## src/hw/fcb_defines.svh

```systemverilog
// constants of the command-behaviour configuration block: opcodes,
// register addresses, field positions, reset values and write masks.
// assumes a mode 0 serial link sampled by a 50 MHz system clock.
`ifndef FCB_DEFINES_SVH
`define FCB_DEFINES_SVH

`define FCB_OP_REG_READ 8'h65
`define FCB_OP_REG_WRITE 8'h71
`define FCB_OP_BURST_LEN 8'hc0
`define FCB_OP_PROGRAM 8'h02
`define FCB_OP_PARAM_ERASE 8'h20
`define FCB_OP_SECT_ERASE 8'hd8
`define FCB_OP_SECT_ERASE4 8'hdc
`define FCB_OP_BULK_ERASE 8'h60
`define FCB_OP_BULK_ERASE2 8'hc7
`define FCB_OP_STATUS_RESUME 8'h30
`define FCB_OP_LEGACY_RESET 8'hf0
`define FCB_OP_RESET_ENABLE 8'h66
`define FCB_OP_RESET 8'h99

`define FCB_ADR_CB_NV 24'h000004
`define FCB_ADR_CB_V 24'h800004
`define FCB_ADR_BW_NV 24'h000005
`define FCB_ADR_BW_V 24'h800005

`define FCB_BIT_BLANK 5
`define FCB_BIT_WRAP512 4
`define FCB_BIT_UNIFORM 3
`define FCB_BIT_RESUME30 2
`define FCB_BIT_BLOCK256 1
`define FCB_BIT_LEGACY_RST 0
`define FCB_BIT_WRAP_OFF 4

`define FCB_CB_NV_DEFAULT 8'h00
`define FCB_BW_NV_DEFAULT 8'h10
`define FCB_CB_NV_MASK 8'h3f
`define FCB_CB_V_MASK 8'h37
`define FCB_BW_MASK 8'hf3

`endif

```

## src/hw/fcb_pkg.sv

```systemverilog
// types of the command-behaviour configuration block.
// assumes nothing beyond the constants header.
package fcb_pkg;
    typedef enum logic [1:0] {
        PH_CMD = 2'b00,
        PH_ADDR = 2'b01,
        PH_DATA = 2'b11,
        PH_IGNORE = 2'b10
    } fcb_phase_e;

    typedef enum logic [1:0] {
        ER_IDLE = 2'b00,
        ER_CHECK = 2'b01,
        ER_BLANK = 2'b11
    } fcb_erase_state_e;

    typedef enum logic [1:0] {
        EK_PARAM4K = 2'b00,
        EK_SECTOR64K = 2'b01,
        EK_BLOCK256K = 2'b11,
        EK_BULK = 2'b10
    } fcb_erase_kind_e;
endpackage

```

## src/hw/fcb_config_regs.sv

```systemverilog
// serial command front end holding the command-behaviour and burst-wrap registers
// and steering erase, program-buffer, reset and 30h decode from them.
// assumes link pins are asynchronous to clk and the array core runs on clk.
`timescale 1ns/1ns
`include "fcb_defines.svh"
module fcb_config_regs (
    input wire logic clk,
    input wire logic rst,
    input wire logic ce,
    input wire logic csN,
    input wire logic sck,
    input wire logic si,
    input wire logic hwResetN,
    output logic so,
    output logic soOeN,
    input wire logic arrayEraseOk,
    input wire logic blankZeroFound,
    input wire logic blankReadDone,
    output logic blankReadReq,
    output logic eraseStart,
    output logic eraseSkip,
    output fcb_pkg::fcb_erase_kind_e eraseKind,
    output logic [23:0] eraseAddr,
    output logic progLoad,
    output logic [8:0] progBufAddr,
    output logic [7:0] progData,
    output logic clearStatus,
    output logic eraseResume,
    output logic softReset,
    output logic uniformMap,
    output logic burstWrapOn,
    output logic [1:0] burstWrapLen
);
    // pin synchronisers: csN, sck, si, hwResetN
    logic [3:0] pinMeta_reg;
    logic [3:0] pinSync_reg;
    logic sckPrev_reg;
    logic csPrev_reg;

    always_ff @(posedge clk or posedge rst) begin
        if (rst) begin
            pinMeta_reg <= 4'hd; // idle levels, sck low in mode 0
            pinSync_reg <= 4'hd;
            sckPrev_reg <= 1'b0;
            csPrev_reg <= 1'b1;
        end else if (ce) begin
            pinMeta_reg <= {hwResetN, si, sck, csN};
            pinSync_reg <= pinMeta_reg;
            sckPrev_reg <= pinSync_reg[1];
            csPrev_reg <= pinSync_reg[0];
        end
    end

    logic csLow, sckRise, sckFall, csRise, hwRst;
    assign csLow = ~pinSync_reg[0];
    assign sckRise = pinSync_reg[1] & ~sckPrev_reg;
    assign sckFall = ~pinSync_reg[1] & sckPrev_reg;
    assign csRise = pinSync_reg[0] & ~csPrev_reg;
    assign hwRst = ~pinSync_reg[3];

    fcb_pkg::fcb_phase_e phase_reg, phase_next;
    fcb_pkg::fcb_erase_state_e eState_reg, eState_next;
    fcb_pkg::fcb_erase_kind_e eKind_reg, eKind_next;
    logic [2:0] bitCnt_reg, bitCnt_next, outCnt_reg, outCnt_next;
    logic [1:0] addrBytes_reg, addrBytes_next;
    logic [7:0] rxByte_reg, rxByte_next, opcode_reg, opcode_next, wdata_reg, wdata_next;
    logic [23:0] addr_reg, addr_next, eAddr_reg, eAddr_next;
    logic dataSeen_reg, dataSeen_next, rstArmed_reg, rstArmed_next;
    logic loadPend_reg, loadPend_next, soOeN_reg, soOeN_next;
    logic [7:0] outShift_reg, outShift_next;
    logic [7:0] cbV_reg, cbV_next, bwV_reg, bwV_next, cbProg_reg, cbProg_next;
    logic [7:0] bwProg_reg, bwProg_next;
    logic eraseStart_reg, eraseStart_next, eraseSkip_reg, eraseSkip_next;
    logic progLoad_reg, progLoad_next;
    logic [8:0] progBufAddr_reg, progBufAddr_next, bufPtr_reg, bufPtr_next;
    logic [7:0] progData_reg, progData_next;
    logic clearStatus_reg, clearStatus_next, eraseResume_reg, eraseResume_next;
    logic softReset_reg, softReset_next;
    logic [7:0] cbNv, bwNv, cbView, newByte, readValue;

    // non-volatile values are default xor the bits burnt so far
    assign cbNv = `FCB_CB_NV_DEFAULT ^ cbProg_reg;
    assign bwNv = `FCB_BW_NV_DEFAULT ^ bwProg_reg;
    // reserved bits read zero, map bit follows its twin
    assign cbView = (cbV_reg & `FCB_CB_V_MASK)
        | (cbNv & (8'h01 << `FCB_BIT_UNIFORM));
    assign newByte = {rxByte_reg[6:0], pinSync_reg[2]};

    // register read mux; the address is never advanced, so reads never wrap
    always_comb begin
        unique case (addr_reg)
            `FCB_ADR_CB_NV: readValue = cbNv;
            `FCB_ADR_CB_V: readValue = cbView;
            `FCB_ADR_BW_NV: readValue = bwNv;
            `FCB_ADR_BW_V: readValue = bwV_reg;
            default: readValue = 8'h00;
        endcase
    end

    // next state of the command engine, registers and erase sequencer
    always_comb begin
        phase_next = phase_reg;
        eState_next = eState_reg;
        eKind_next = eKind_reg;
        bitCnt_next = bitCnt_reg;
        outCnt_next = outCnt_reg;
        addrBytes_next = addrBytes_reg;
        rxByte_next = rxByte_reg;
        opcode_next = opcode_reg;
        wdata_next = wdata_reg;
        addr_next = addr_reg;
        eAddr_next = eAddr_reg;
        dataSeen_next = dataSeen_reg;
        rstArmed_next = rstArmed_reg;
        loadPend_next = loadPend_reg;
        soOeN_next = soOeN_reg;
        outShift_next = outShift_reg;
        cbV_next = cbV_reg;
        bwV_next = bwV_reg;
        cbProg_next = cbProg_reg;
        bwProg_next = bwProg_reg;
        bufPtr_next = bufPtr_reg;
        progBufAddr_next = progBufAddr_reg;
        progData_next = progData_reg;
        eraseStart_next = 1'b0;
        eraseSkip_next = 1'b0;
        progLoad_next = 1'b0;
        clearStatus_next = 1'b0;
        eraseResume_next = 1'b0;
        softReset_next = 1'b0;

        // byte assembly on rising link edges
        if (!csLow) begin
            phase_next = fcb_pkg::PH_CMD;
            bitCnt_next = 3'h0;
            addrBytes_next = 2'h0;
            loadPend_next = 1'b0;
            outCnt_next = 3'h0;
            soOeN_next = 1'b1;
        end else if (sckRise) begin
            rxByte_next = newByte;
            bitCnt_next = bitCnt_reg + 3'h1;
            if (bitCnt_reg == 3'h7) begin
                unique case (phase_reg)
                    fcb_pkg::PH_CMD: begin
                        opcode_next = newByte;
                        dataSeen_next = 1'b0;
                        addrBytes_next = 2'h0;
                        unique case (newByte)
                            `FCB_OP_REG_READ, `FCB_OP_REG_WRITE, `FCB_OP_PROGRAM,
                            `FCB_OP_PARAM_ERASE, `FCB_OP_SECT_ERASE,
                            `FCB_OP_SECT_ERASE4: phase_next = fcb_pkg::PH_ADDR;
                            `FCB_OP_BURST_LEN: phase_next = fcb_pkg::PH_DATA;
                            default: phase_next = fcb_pkg::PH_IGNORE;
                        endcase
                    end
                    fcb_pkg::PH_ADDR: begin
                        addr_next = {addr_reg[15:0], newByte};
                        addrBytes_next = addrBytes_reg + 2'h1;
                        if (addrBytes_reg == 2'h2) begin
                            phase_next = fcb_pkg::PH_DATA;
                            loadPend_next = (opcode_reg == `FCB_OP_REG_READ);
                            bufPtr_next = {addr_reg[0] & cbV_reg[`FCB_BIT_WRAP512], newByte};
                        end
                    end
                    fcb_pkg::PH_DATA: begin
                        wdata_next = newByte;
                        dataSeen_next = 1'b1;
                        if (opcode_reg == `FCB_OP_PROGRAM) begin
                            progLoad_next = 1'b1;
                            progBufAddr_next = bufPtr_reg;
                            progData_next = newByte;
                            if (cbV_reg[`FCB_BIT_WRAP512]) begin
                                bufPtr_next = bufPtr_reg + 9'h001;
                            end else begin
                                bufPtr_next = {1'b0, bufPtr_reg[7:0] + 8'h01};
                            end
                        end
                    end
                    default: begin
                    end
                endcase
            end
        end else if (sckFall && phase_reg == fcb_pkg::PH_DATA
                && opcode_reg == `FCB_OP_REG_READ) begin
            // read data leaves msb first; the same register repeats every byte
            if (loadPend_reg || outCnt_reg == 3'h7) begin
                outShift_next = readValue;
                outCnt_next = 3'h0;
                loadPend_next = 1'b0;
                soOeN_next = 1'b0;
            end else begin
                outShift_next = {outShift_reg[6:0], 1'b0};
                outCnt_next = outCnt_reg + 3'h1;
            end
        end

        // erase sequencer with optional blank check
        unique case (eState_reg)
            fcb_pkg::ER_CHECK: begin
                if (arrayEraseOk) begin
                    eState_next = fcb_pkg::ER_BLANK;
                end else begin
                    eraseStart_next = 1'b1;
                    eState_next = fcb_pkg::ER_IDLE;
                end
            end
            fcb_pkg::ER_BLANK: begin
                if (blankZeroFound) begin
                    eraseStart_next = 1'b1;
                    eState_next = fcb_pkg::ER_IDLE;
                end else if (blankReadDone) begin
                    eraseSkip_next = 1'b1;
                    eState_next = fcb_pkg::ER_IDLE;
                end
            end
            default: begin
            end
        endcase

        // commands take effect when chip select rises after a whole opcode
        if (csRise && phase_reg != fcb_pkg::PH_CMD) begin
            rstArmed_next = (opcode_reg == `FCB_OP_RESET_ENABLE);
            unique case (opcode_reg)
                `FCB_OP_RESET: softReset_next = rstArmed_reg;
                `FCB_OP_LEGACY_RESET: softReset_next = cbV_reg[`FCB_BIT_LEGACY_RST];
                `FCB_OP_STATUS_RESUME: begin
                    eraseResume_next = cbV_reg[`FCB_BIT_RESUME30];
                    clearStatus_next = ~cbV_reg[`FCB_BIT_RESUME30];
                end
                `FCB_OP_REG_WRITE: begin
                    if (dataSeen_reg) begin
                        unique case (addr_reg)
                            `FCB_ADR_CB_NV: cbProg_next = cbProg_reg
                                | ((wdata_reg ^ `FCB_CB_NV_DEFAULT) & `FCB_CB_NV_MASK);
                            `FCB_ADR_CB_V: cbV_next = wdata_reg & `FCB_CB_V_MASK;
                            `FCB_ADR_BW_NV: bwProg_next = bwProg_reg
                                | ((wdata_reg ^ `FCB_BW_NV_DEFAULT) & `FCB_BW_MASK);
                            `FCB_ADR_BW_V: bwV_next = wdata_reg & `FCB_BW_MASK;
                            default: begin
                            end
                        endcase
                    end
                end
                `FCB_OP_BURST_LEN: begin
                    if (dataSeen_reg) begin
                        bwV_next = wdata_reg & `FCB_BW_MASK;
                    end
                end
                `FCB_OP_PARAM_ERASE, `FCB_OP_SECT_ERASE, `FCB_OP_SECT_ERASE4,
                `FCB_OP_BULK_ERASE, `FCB_OP_BULK_ERASE2: begin
                    if (eState_reg == fcb_pkg::ER_IDLE
                            && !(opcode_reg == `FCB_OP_PARAM_ERASE
                            && cbNv[`FCB_BIT_UNIFORM])
                            && (phase_reg == fcb_pkg::PH_DATA
                            || opcode_reg == `FCB_OP_BULK_ERASE
                            || opcode_reg == `FCB_OP_BULK_ERASE2)) begin
                        eAddr_next = addr_reg;
                        if (opcode_reg == `FCB_OP_PARAM_ERASE) begin
                            eKind_next = fcb_pkg::EK_PARAM4K;
                        end else if (opcode_reg == `FCB_OP_SECT_ERASE
                                || opcode_reg == `FCB_OP_SECT_ERASE4) begin
                            eKind_next = cbV_reg[`FCB_BIT_BLOCK256]
                                ? fcb_pkg::EK_BLOCK256K : fcb_pkg::EK_SECTOR64K;
                        end else begin
                            eKind_next = fcb_pkg::EK_BULK;
                        end
                        if (cbV_reg[`FCB_BIT_BLANK]) begin
                            eState_next = fcb_pkg::ER_CHECK;
                        end else begin
                            eraseStart_next = 1'b1;
                        end
                    end
                end
                default: begin
                end
            endcase
        end

        // hardware or software reset reloads volatile copies from their twins
        if (hwRst || softReset_reg) begin
            cbV_next = cbNv & `FCB_CB_V_MASK;
            bwV_next = bwNv & `FCB_BW_MASK;
            eState_next = fcb_pkg::ER_IDLE;
            rstArmed_next = 1'b0;
        end
    end

    // state registers; power-on values equal the unprogrammed twins
    always_ff @(posedge clk or posedge rst) begin
        if (rst) begin
            phase_reg <= fcb_pkg::PH_CMD;
            eState_reg <= fcb_pkg::ER_IDLE;
            eKind_reg <= fcb_pkg::EK_SECTOR64K;
            bitCnt_reg <= 3'h0;
            outCnt_reg <= 3'h0;
            addrBytes_reg <= 2'h0;
            rxByte_reg <= 8'h00;
            opcode_reg <= 8'h00;
            wdata_reg <= 8'h00;
            addr_reg <= 24'h000000;
            eAddr_reg <= 24'h000000;
            dataSeen_reg <= 1'b0;
            rstArmed_reg <= 1'b0;
            loadPend_reg <= 1'b0;
            soOeN_reg <= 1'b1;
            outShift_reg <= 8'h00;
            cbV_reg <= `FCB_CB_NV_DEFAULT & `FCB_CB_V_MASK;
            bwV_reg <= `FCB_BW_NV_DEFAULT;
            cbProg_reg <= 8'h00;
            bwProg_reg <= 8'h00;
            bufPtr_reg <= 9'h000;
            progBufAddr_reg <= 9'h000;
            progData_reg <= 8'h00;
            eraseStart_reg <= 1'b0;
            eraseSkip_reg <= 1'b0;
            progLoad_reg <= 1'b0;
            clearStatus_reg <= 1'b0;
            eraseResume_reg <= 1'b0;
            softReset_reg <= 1'b0;
        end else if (ce) begin
            phase_reg <= phase_next;
            eState_reg <= eState_next;
            eKind_reg <= eKind_next;
            bitCnt_reg <= bitCnt_next;
            outCnt_reg <= outCnt_next;
            addrBytes_reg <= addrBytes_next;
            rxByte_reg <= rxByte_next;
            opcode_reg <= opcode_next;
            wdata_reg <= wdata_next;
            addr_reg <= addr_next;
            eAddr_reg <= eAddr_next;
            dataSeen_reg <= dataSeen_next;
            rstArmed_reg <= rstArmed_next;
            loadPend_reg <= loadPend_next;
            soOeN_reg <= soOeN_next;
            outShift_reg <= outShift_next;
            cbV_reg <= cbV_next;
            bwV_reg <= bwV_next;
            cbProg_reg <= cbProg_next;
            bwProg_reg <= bwProg_next;
            bufPtr_reg <= bufPtr_next;
            progBufAddr_reg <= progBufAddr_next;
            progData_reg <= progData_next;
            eraseStart_reg <= eraseStart_next;
            eraseSkip_reg <= eraseSkip_next;
            progLoad_reg <= progLoad_next;
            clearStatus_reg <= clearStatus_next;
            eraseResume_reg <= eraseResume_next;
            softReset_reg <= softReset_next;
        end
    end

    // outputs
    assign so = outShift_reg[7];
    assign soOeN = soOeN_reg;
    assign blankReadReq = (eState_reg == fcb_pkg::ER_BLANK);
    assign eraseStart = eraseStart_reg;
    assign eraseSkip = eraseSkip_reg;
    assign eraseKind = eKind_reg;
    assign eraseAddr = eAddr_reg;
    assign progLoad = progLoad_reg;
    assign progBufAddr = progBufAddr_reg;
    assign progData = progData_reg;
    assign clearStatus = clearStatus_reg;
    assign eraseResume = eraseResume_reg;
    assign softReset = softReset_reg;
    assign uniformMap = cbNv[`FCB_BIT_UNIFORM];
    assign burstWrapOn = ~bwV_reg[`FCB_BIT_WRAP_OFF]; // main array reads only
    assign burstWrapLen = bwV_reg[1:0];
endmodule // fcb_config_regs

```

## config.mk

```make
export PLATFORM = sky130hd
export DESIGN_NAME = fcb_config_regs
export DESIGN_NICKNAME = d
export VERILOG_FILES = /design/src/hw/fcb_pkg.sv /design/src/hw/fcb_config_regs.sv
export VERILOG_INCLUDE_DIRS = /design/src /design/src/hw
export SDC_FILE = /design/constraint.sdc
export NUM_CORES = 1
export LEC_CHECK = 0
export ABC_CLOCK_PERIOD_IN_PS = 9200
export BUFFER_PORTS_ARGS = -buffer_cell sky130_fd_sc_hd__buf_4
export CORE_MARGIN = 3
export CORE_UTILIZATION = 49
export CTS_CLUSTER_SIZE = 14
export DETAILED_ROUTE_END_ITERATION = 10
export GPL_TIMING_DRIVEN = 0
export HOLD_SLACK_MARGIN = 0.06
export PLACE_DENSITY = 0.68
export SLEW_MARGIN = 0
export SYNTH_ARGS = -nofsm -noshare
export SYNTH_HDL_FRONTEND = slang
export SYNTH_SLANG_ARGS = --single-unit
```

## constraint.sdc

```tcl
create_clock -name clk -period 9.2 [get_ports clk]
set_input_delay 0.46 -clock clk [delete_from_list [all_inputs] [get_ports clk]]
set_output_delay 0.46 -clock clk [all_outputs]
set_load 0.005 [all_outputs]
```

==> impl_metrics.env <==
export IMPL_ys_flop_type="dfrtp_1"
export IMPL_synth_edf_count=0
export IMPL_min_period_ns=3.05
export IMPL_crit_path_cell_trace="ha_1, ha_1, clkbuf_1, nand2_1, nor3_2, nand2_1, clkbuf_1, mux2_2"
export IMPL_yosys_top_cells_area="dfrtp_1, mux2_2, dfstp_2"
export IMPL_maxCapViolCount=0
export IMPL_post_route_period_util_pct=33.2
export IMPL_endpoint="progData[3]$_DFFE_PP0P_"
export IMPL_synth_top_cell_by_area="dfrtp_1"
export IMPL_finalHoldViolCount=0
export IMPL_min_path_type="in -> async"
export IMPL_grt_max_degree=84
export IMPL_track_usage_pct=21.5
export IMPL_worstSetupEndpointType="flop"
export IMPL_drc=0
export IMPL_worstPathMaxFanout=10
export IMPL_io_buffers=64
export IMPL_syn_cell_area_um2=7430
export IMPL_pre_cts_slack_ns=5.68
export IMPL_cts_path_max_buffers=2
export IMPL_first_global_vias=5401
export IMPL_globalRouteOverflowTotal=0
export IMPL_synth_nets=645
export IMPL_rr_worst_depth=8
export IMPL_timing_rr_start="bitCnt_reg[1]$_DFFE_PP0P_"
export IMPL_crit_type="reg -> reg"
export IMPL_fp_dieW_um=129
export IMPL_fin_setup_tns_ns=0
export IMPL_syn_inst=626
export IMPL_via_per_inst=5.86
export IMPL_cpMaxStageDelayCell="nor3_2"
export IMPL_place_gp_congestion=0.871
export IMPL_io_pins=66
export IMPL_antenna_found_initial=0
export IMPL_r2r_slack_ns=6.15
export IMPL_fp_dieArea_um2=16700
export IMPL_grt_pass1_wl_mm=28.4
export IMPL_synth_seq_cells=162
export IMPL_yosys_warnings=0
export IMPL_insertion_delay_ns=0.43
export IMPL_cts_resized=0
export IMPL_final_cells=907
export IMPL_rsz0062_at_grt="false"
export IMPL_yosysUniqueCellTypes=57
export IMPL_peakVddDrop_v=0.000135
export IMPL_max_stage_delay_ns=0.69
export IMPL_first_pass_iters=5
export IMPL_r2r_end="progData[3]$_DFFE_PP0P_"
export IMPL_crit_cells=8
export IMPL_postCtsSetupBuffers=0
export IMPL_pwr_share_seq_pct=46.7
export IMPL_die_h_um=129
export IMPL_num_vias=5318
export IMPL_p_comb_share_pct=11.4
export IMPL_crit_family="simple AND/OR/NAND/NOR gates"
export IMPL_detail_route_antenna_nets=0
export IMPL_cp_start_kind="flop"
export IMPL_dp_hpwl_mm=11.7
export IMPL_fin_skew_ns=0.0115
export IMPL_p_sw_uw=457
export IMPL_yosysSeqAreaShare_pct=54.7
export IMPL_fin_ws_ns=6.15
export IMPL_core_um2=14700
export IMPL_synth_commonest_cells="dfrtp_1, mux2_2, nand2_1"
export IMPL_cts_buffers=17
export IMPL_path_buf_inv=2
export IMPL_final_core_util_pct=59.6
export IMPL_place_inst=875
export IMPL_initial_core_util_pct=50.6
export IMPL_antennaDiodeCount=0
export IMPL_p_int_mw=1.19
export IMPL_cts_tree="done"
export IMPL_std_cell_rows=44
export IMPL_synth_most_common_cell="dfrtp_1"
export IMPL_max_freq_mhz=328
export IMPL_cts_root_buf="clkbuf_16"
export IMPL_area_growth_pct=17.8
export IMPL_pwr_share_clk_pct=41.9
export IMPL_synth_top_cell_area_share_pct=51.2
export IMPL_drive_above_1_share_pct=32.8
export IMPL_synth_async_sr_flop_share_pct=100
export IMPL_power_leakage_nw=4.29
export IMPL_critPathLaunch="bitCnt_reg[1]$_DFFE_PP0P_"
export IMPL_ctsHoldBuffers=0
export IMPL_drt_initial_drc_count=347
export IMPL_cts_sinks=162
export IMPL_finalMaxSlewViolations=0
export IMPL_clk_pin_slew_worst_paths_ns=0.07
export IMPL_critical_path_required_ns=9.51
export IMPL_critPathArrivalTime_ns=3.36
export IMPL_wl_mm=16.9
export IMPL_final_nets=729
export IMPL_setup_violations_final=0
export IMPL_slew_headroom_pct=29.8
export IMPL_worst_pin_slew_ns=1.04
export IMPL_switching_share_pct=27.7
export IMPL_power_density_nw_per_um2=189
export IMPL_syn_area_per_cell_um2=11.9
export IMPL_status="finished clean"
export IMPL_routedWlPerCell_um=18.6
export IMPL_cts_htree_levels=4
-- layout by cell type (no fill, tap or decap), types with 4 or more instances in the layout --
cell,synthesis,routed
mux4_2,4,4
o22ai_1,4,4
nand2b_1,8,8
a21oi_1,13,13
nand3_1,15,15
clkbuf_1,25,25
a31oi_1,9,9
a41oi_1,4,4
dfrtp_1,152,152
inv_6,0,7
a21o_1,12,12
ha_1,9,9
nor3_1,8,7
or3_1,5,5
clkbuf_16,0,17
o22a_1,6,6
buf_2,5,5
nor2b_1,9,9
o2bb2ai_1,5,5
dfstp_2,10,10
nor3b_1,4,4
and3_1,6,6
nand2_1,63,63
o21a_1,4,4
buf_4,2,66
nor4_1,12,12
mux2i_1,6,6
nor2_1,25,25
nor4bb_1,5,5
inv_1,17,16
o21ai_0,22,22
mux2_2,109,109
a22o_1,5,5
-- per-layer routing --
metal | global-route usage [%] | part of all wire [%] | wire [µm] | vias up
met5 | 0 | 0 | 0 | -
met4 | 6.42 | 1.4 | 232 | 0
met3 | 4.49 | 4.8 | 816 | 15
met2 | 34.4 | 49 | 8180 | 147
met1 | 29.9 | 45 | 7640 | 2711
li1 | - | - | - | 2445
-- stage by stage --
| step | power (mW) | hold slack, ns | cell area, µm² |
|---|---|---|---|
| 2_1_floorplan | 0.907 | 0.444 | 7430 |
| 3_3_place_gp | 0.963 | 0.456 | 8150 |
| 3_5_place_dp | 0.971 | 0.465 | 8180 |
| 4_1_cts | 1.66 | 0.183 | 8750 |
| 5_1_grt | 1.72 | 0.209 | 8750 |
| 6_report | 1.65 | 0.149 | 8750 |
-- power groups by stage --
stage | combinational (mW) | clock [mW] | sequential, mW
2_1_floorplan | 0.134 | 0 | 0.773
6_report | 0.187 | 0.692 | 0.771
3_3_place_gp | 0.179 | 0 | 0.784
5_1_grt | 0.210 | 0.735 | 0.775
4_1_cts | 0.188 | 0.702 | 0.772
3_5_place_dp | 0.186 | 0 | 0.785
-- logic make-up after synthesis --
logic type,Yosys count,share of synthesized area [%]
AOI/OAI and AO/OA,99,9.16
buffers and inverters,54,3.11
muxes,119,18.5
and+or+nand+nor,182,12.9
xor gates and xnor gates,1,0.118
adders and majority gates,9,1.51
DFF,162,54.7
-- worst min path at each step --
stage / slack, ns / to / depth (start not counted)
after CTS: 0.18 / eraseAddr[11]$_DFFE_PP0P_ / 2
final: 0.15 / eraseAddr[11]$_DFFE_PP0P_ / 2
after global placement: 0.46 / cbNv[0]$_DFFE_PP0P_ / 1
after floorplan: 0.44 / bwProg_reg[0]$_DFFE_PP0P_ / 1
after detailed placement: 0.47 / bwProg_reg[7]$_DFFE_PP0P_ / 1
after global routing: 0.21 / eraseAddr[11]$_DFFE_PP0P_ / 2
-- final cells by class --
| cell class | count | area, µm² |
|---|---|---|
| Clock inverter | 15 | 146 |
| Multi-Input combinational cell | 410 | 3140 |
| Inverter | 17 | 68.8 |
| Tap cell | 184 | 230 |
| Sequential cell | 162 | 4070 |
| Clock buffer | 17 | 425 |
| Fill cell | 1189 | 5940 |
| Timing Repair Buffer | 65 | 508 |
| Buffer | 37 | 168 |
Note: power is estimated with default switching activity, not from simulation.
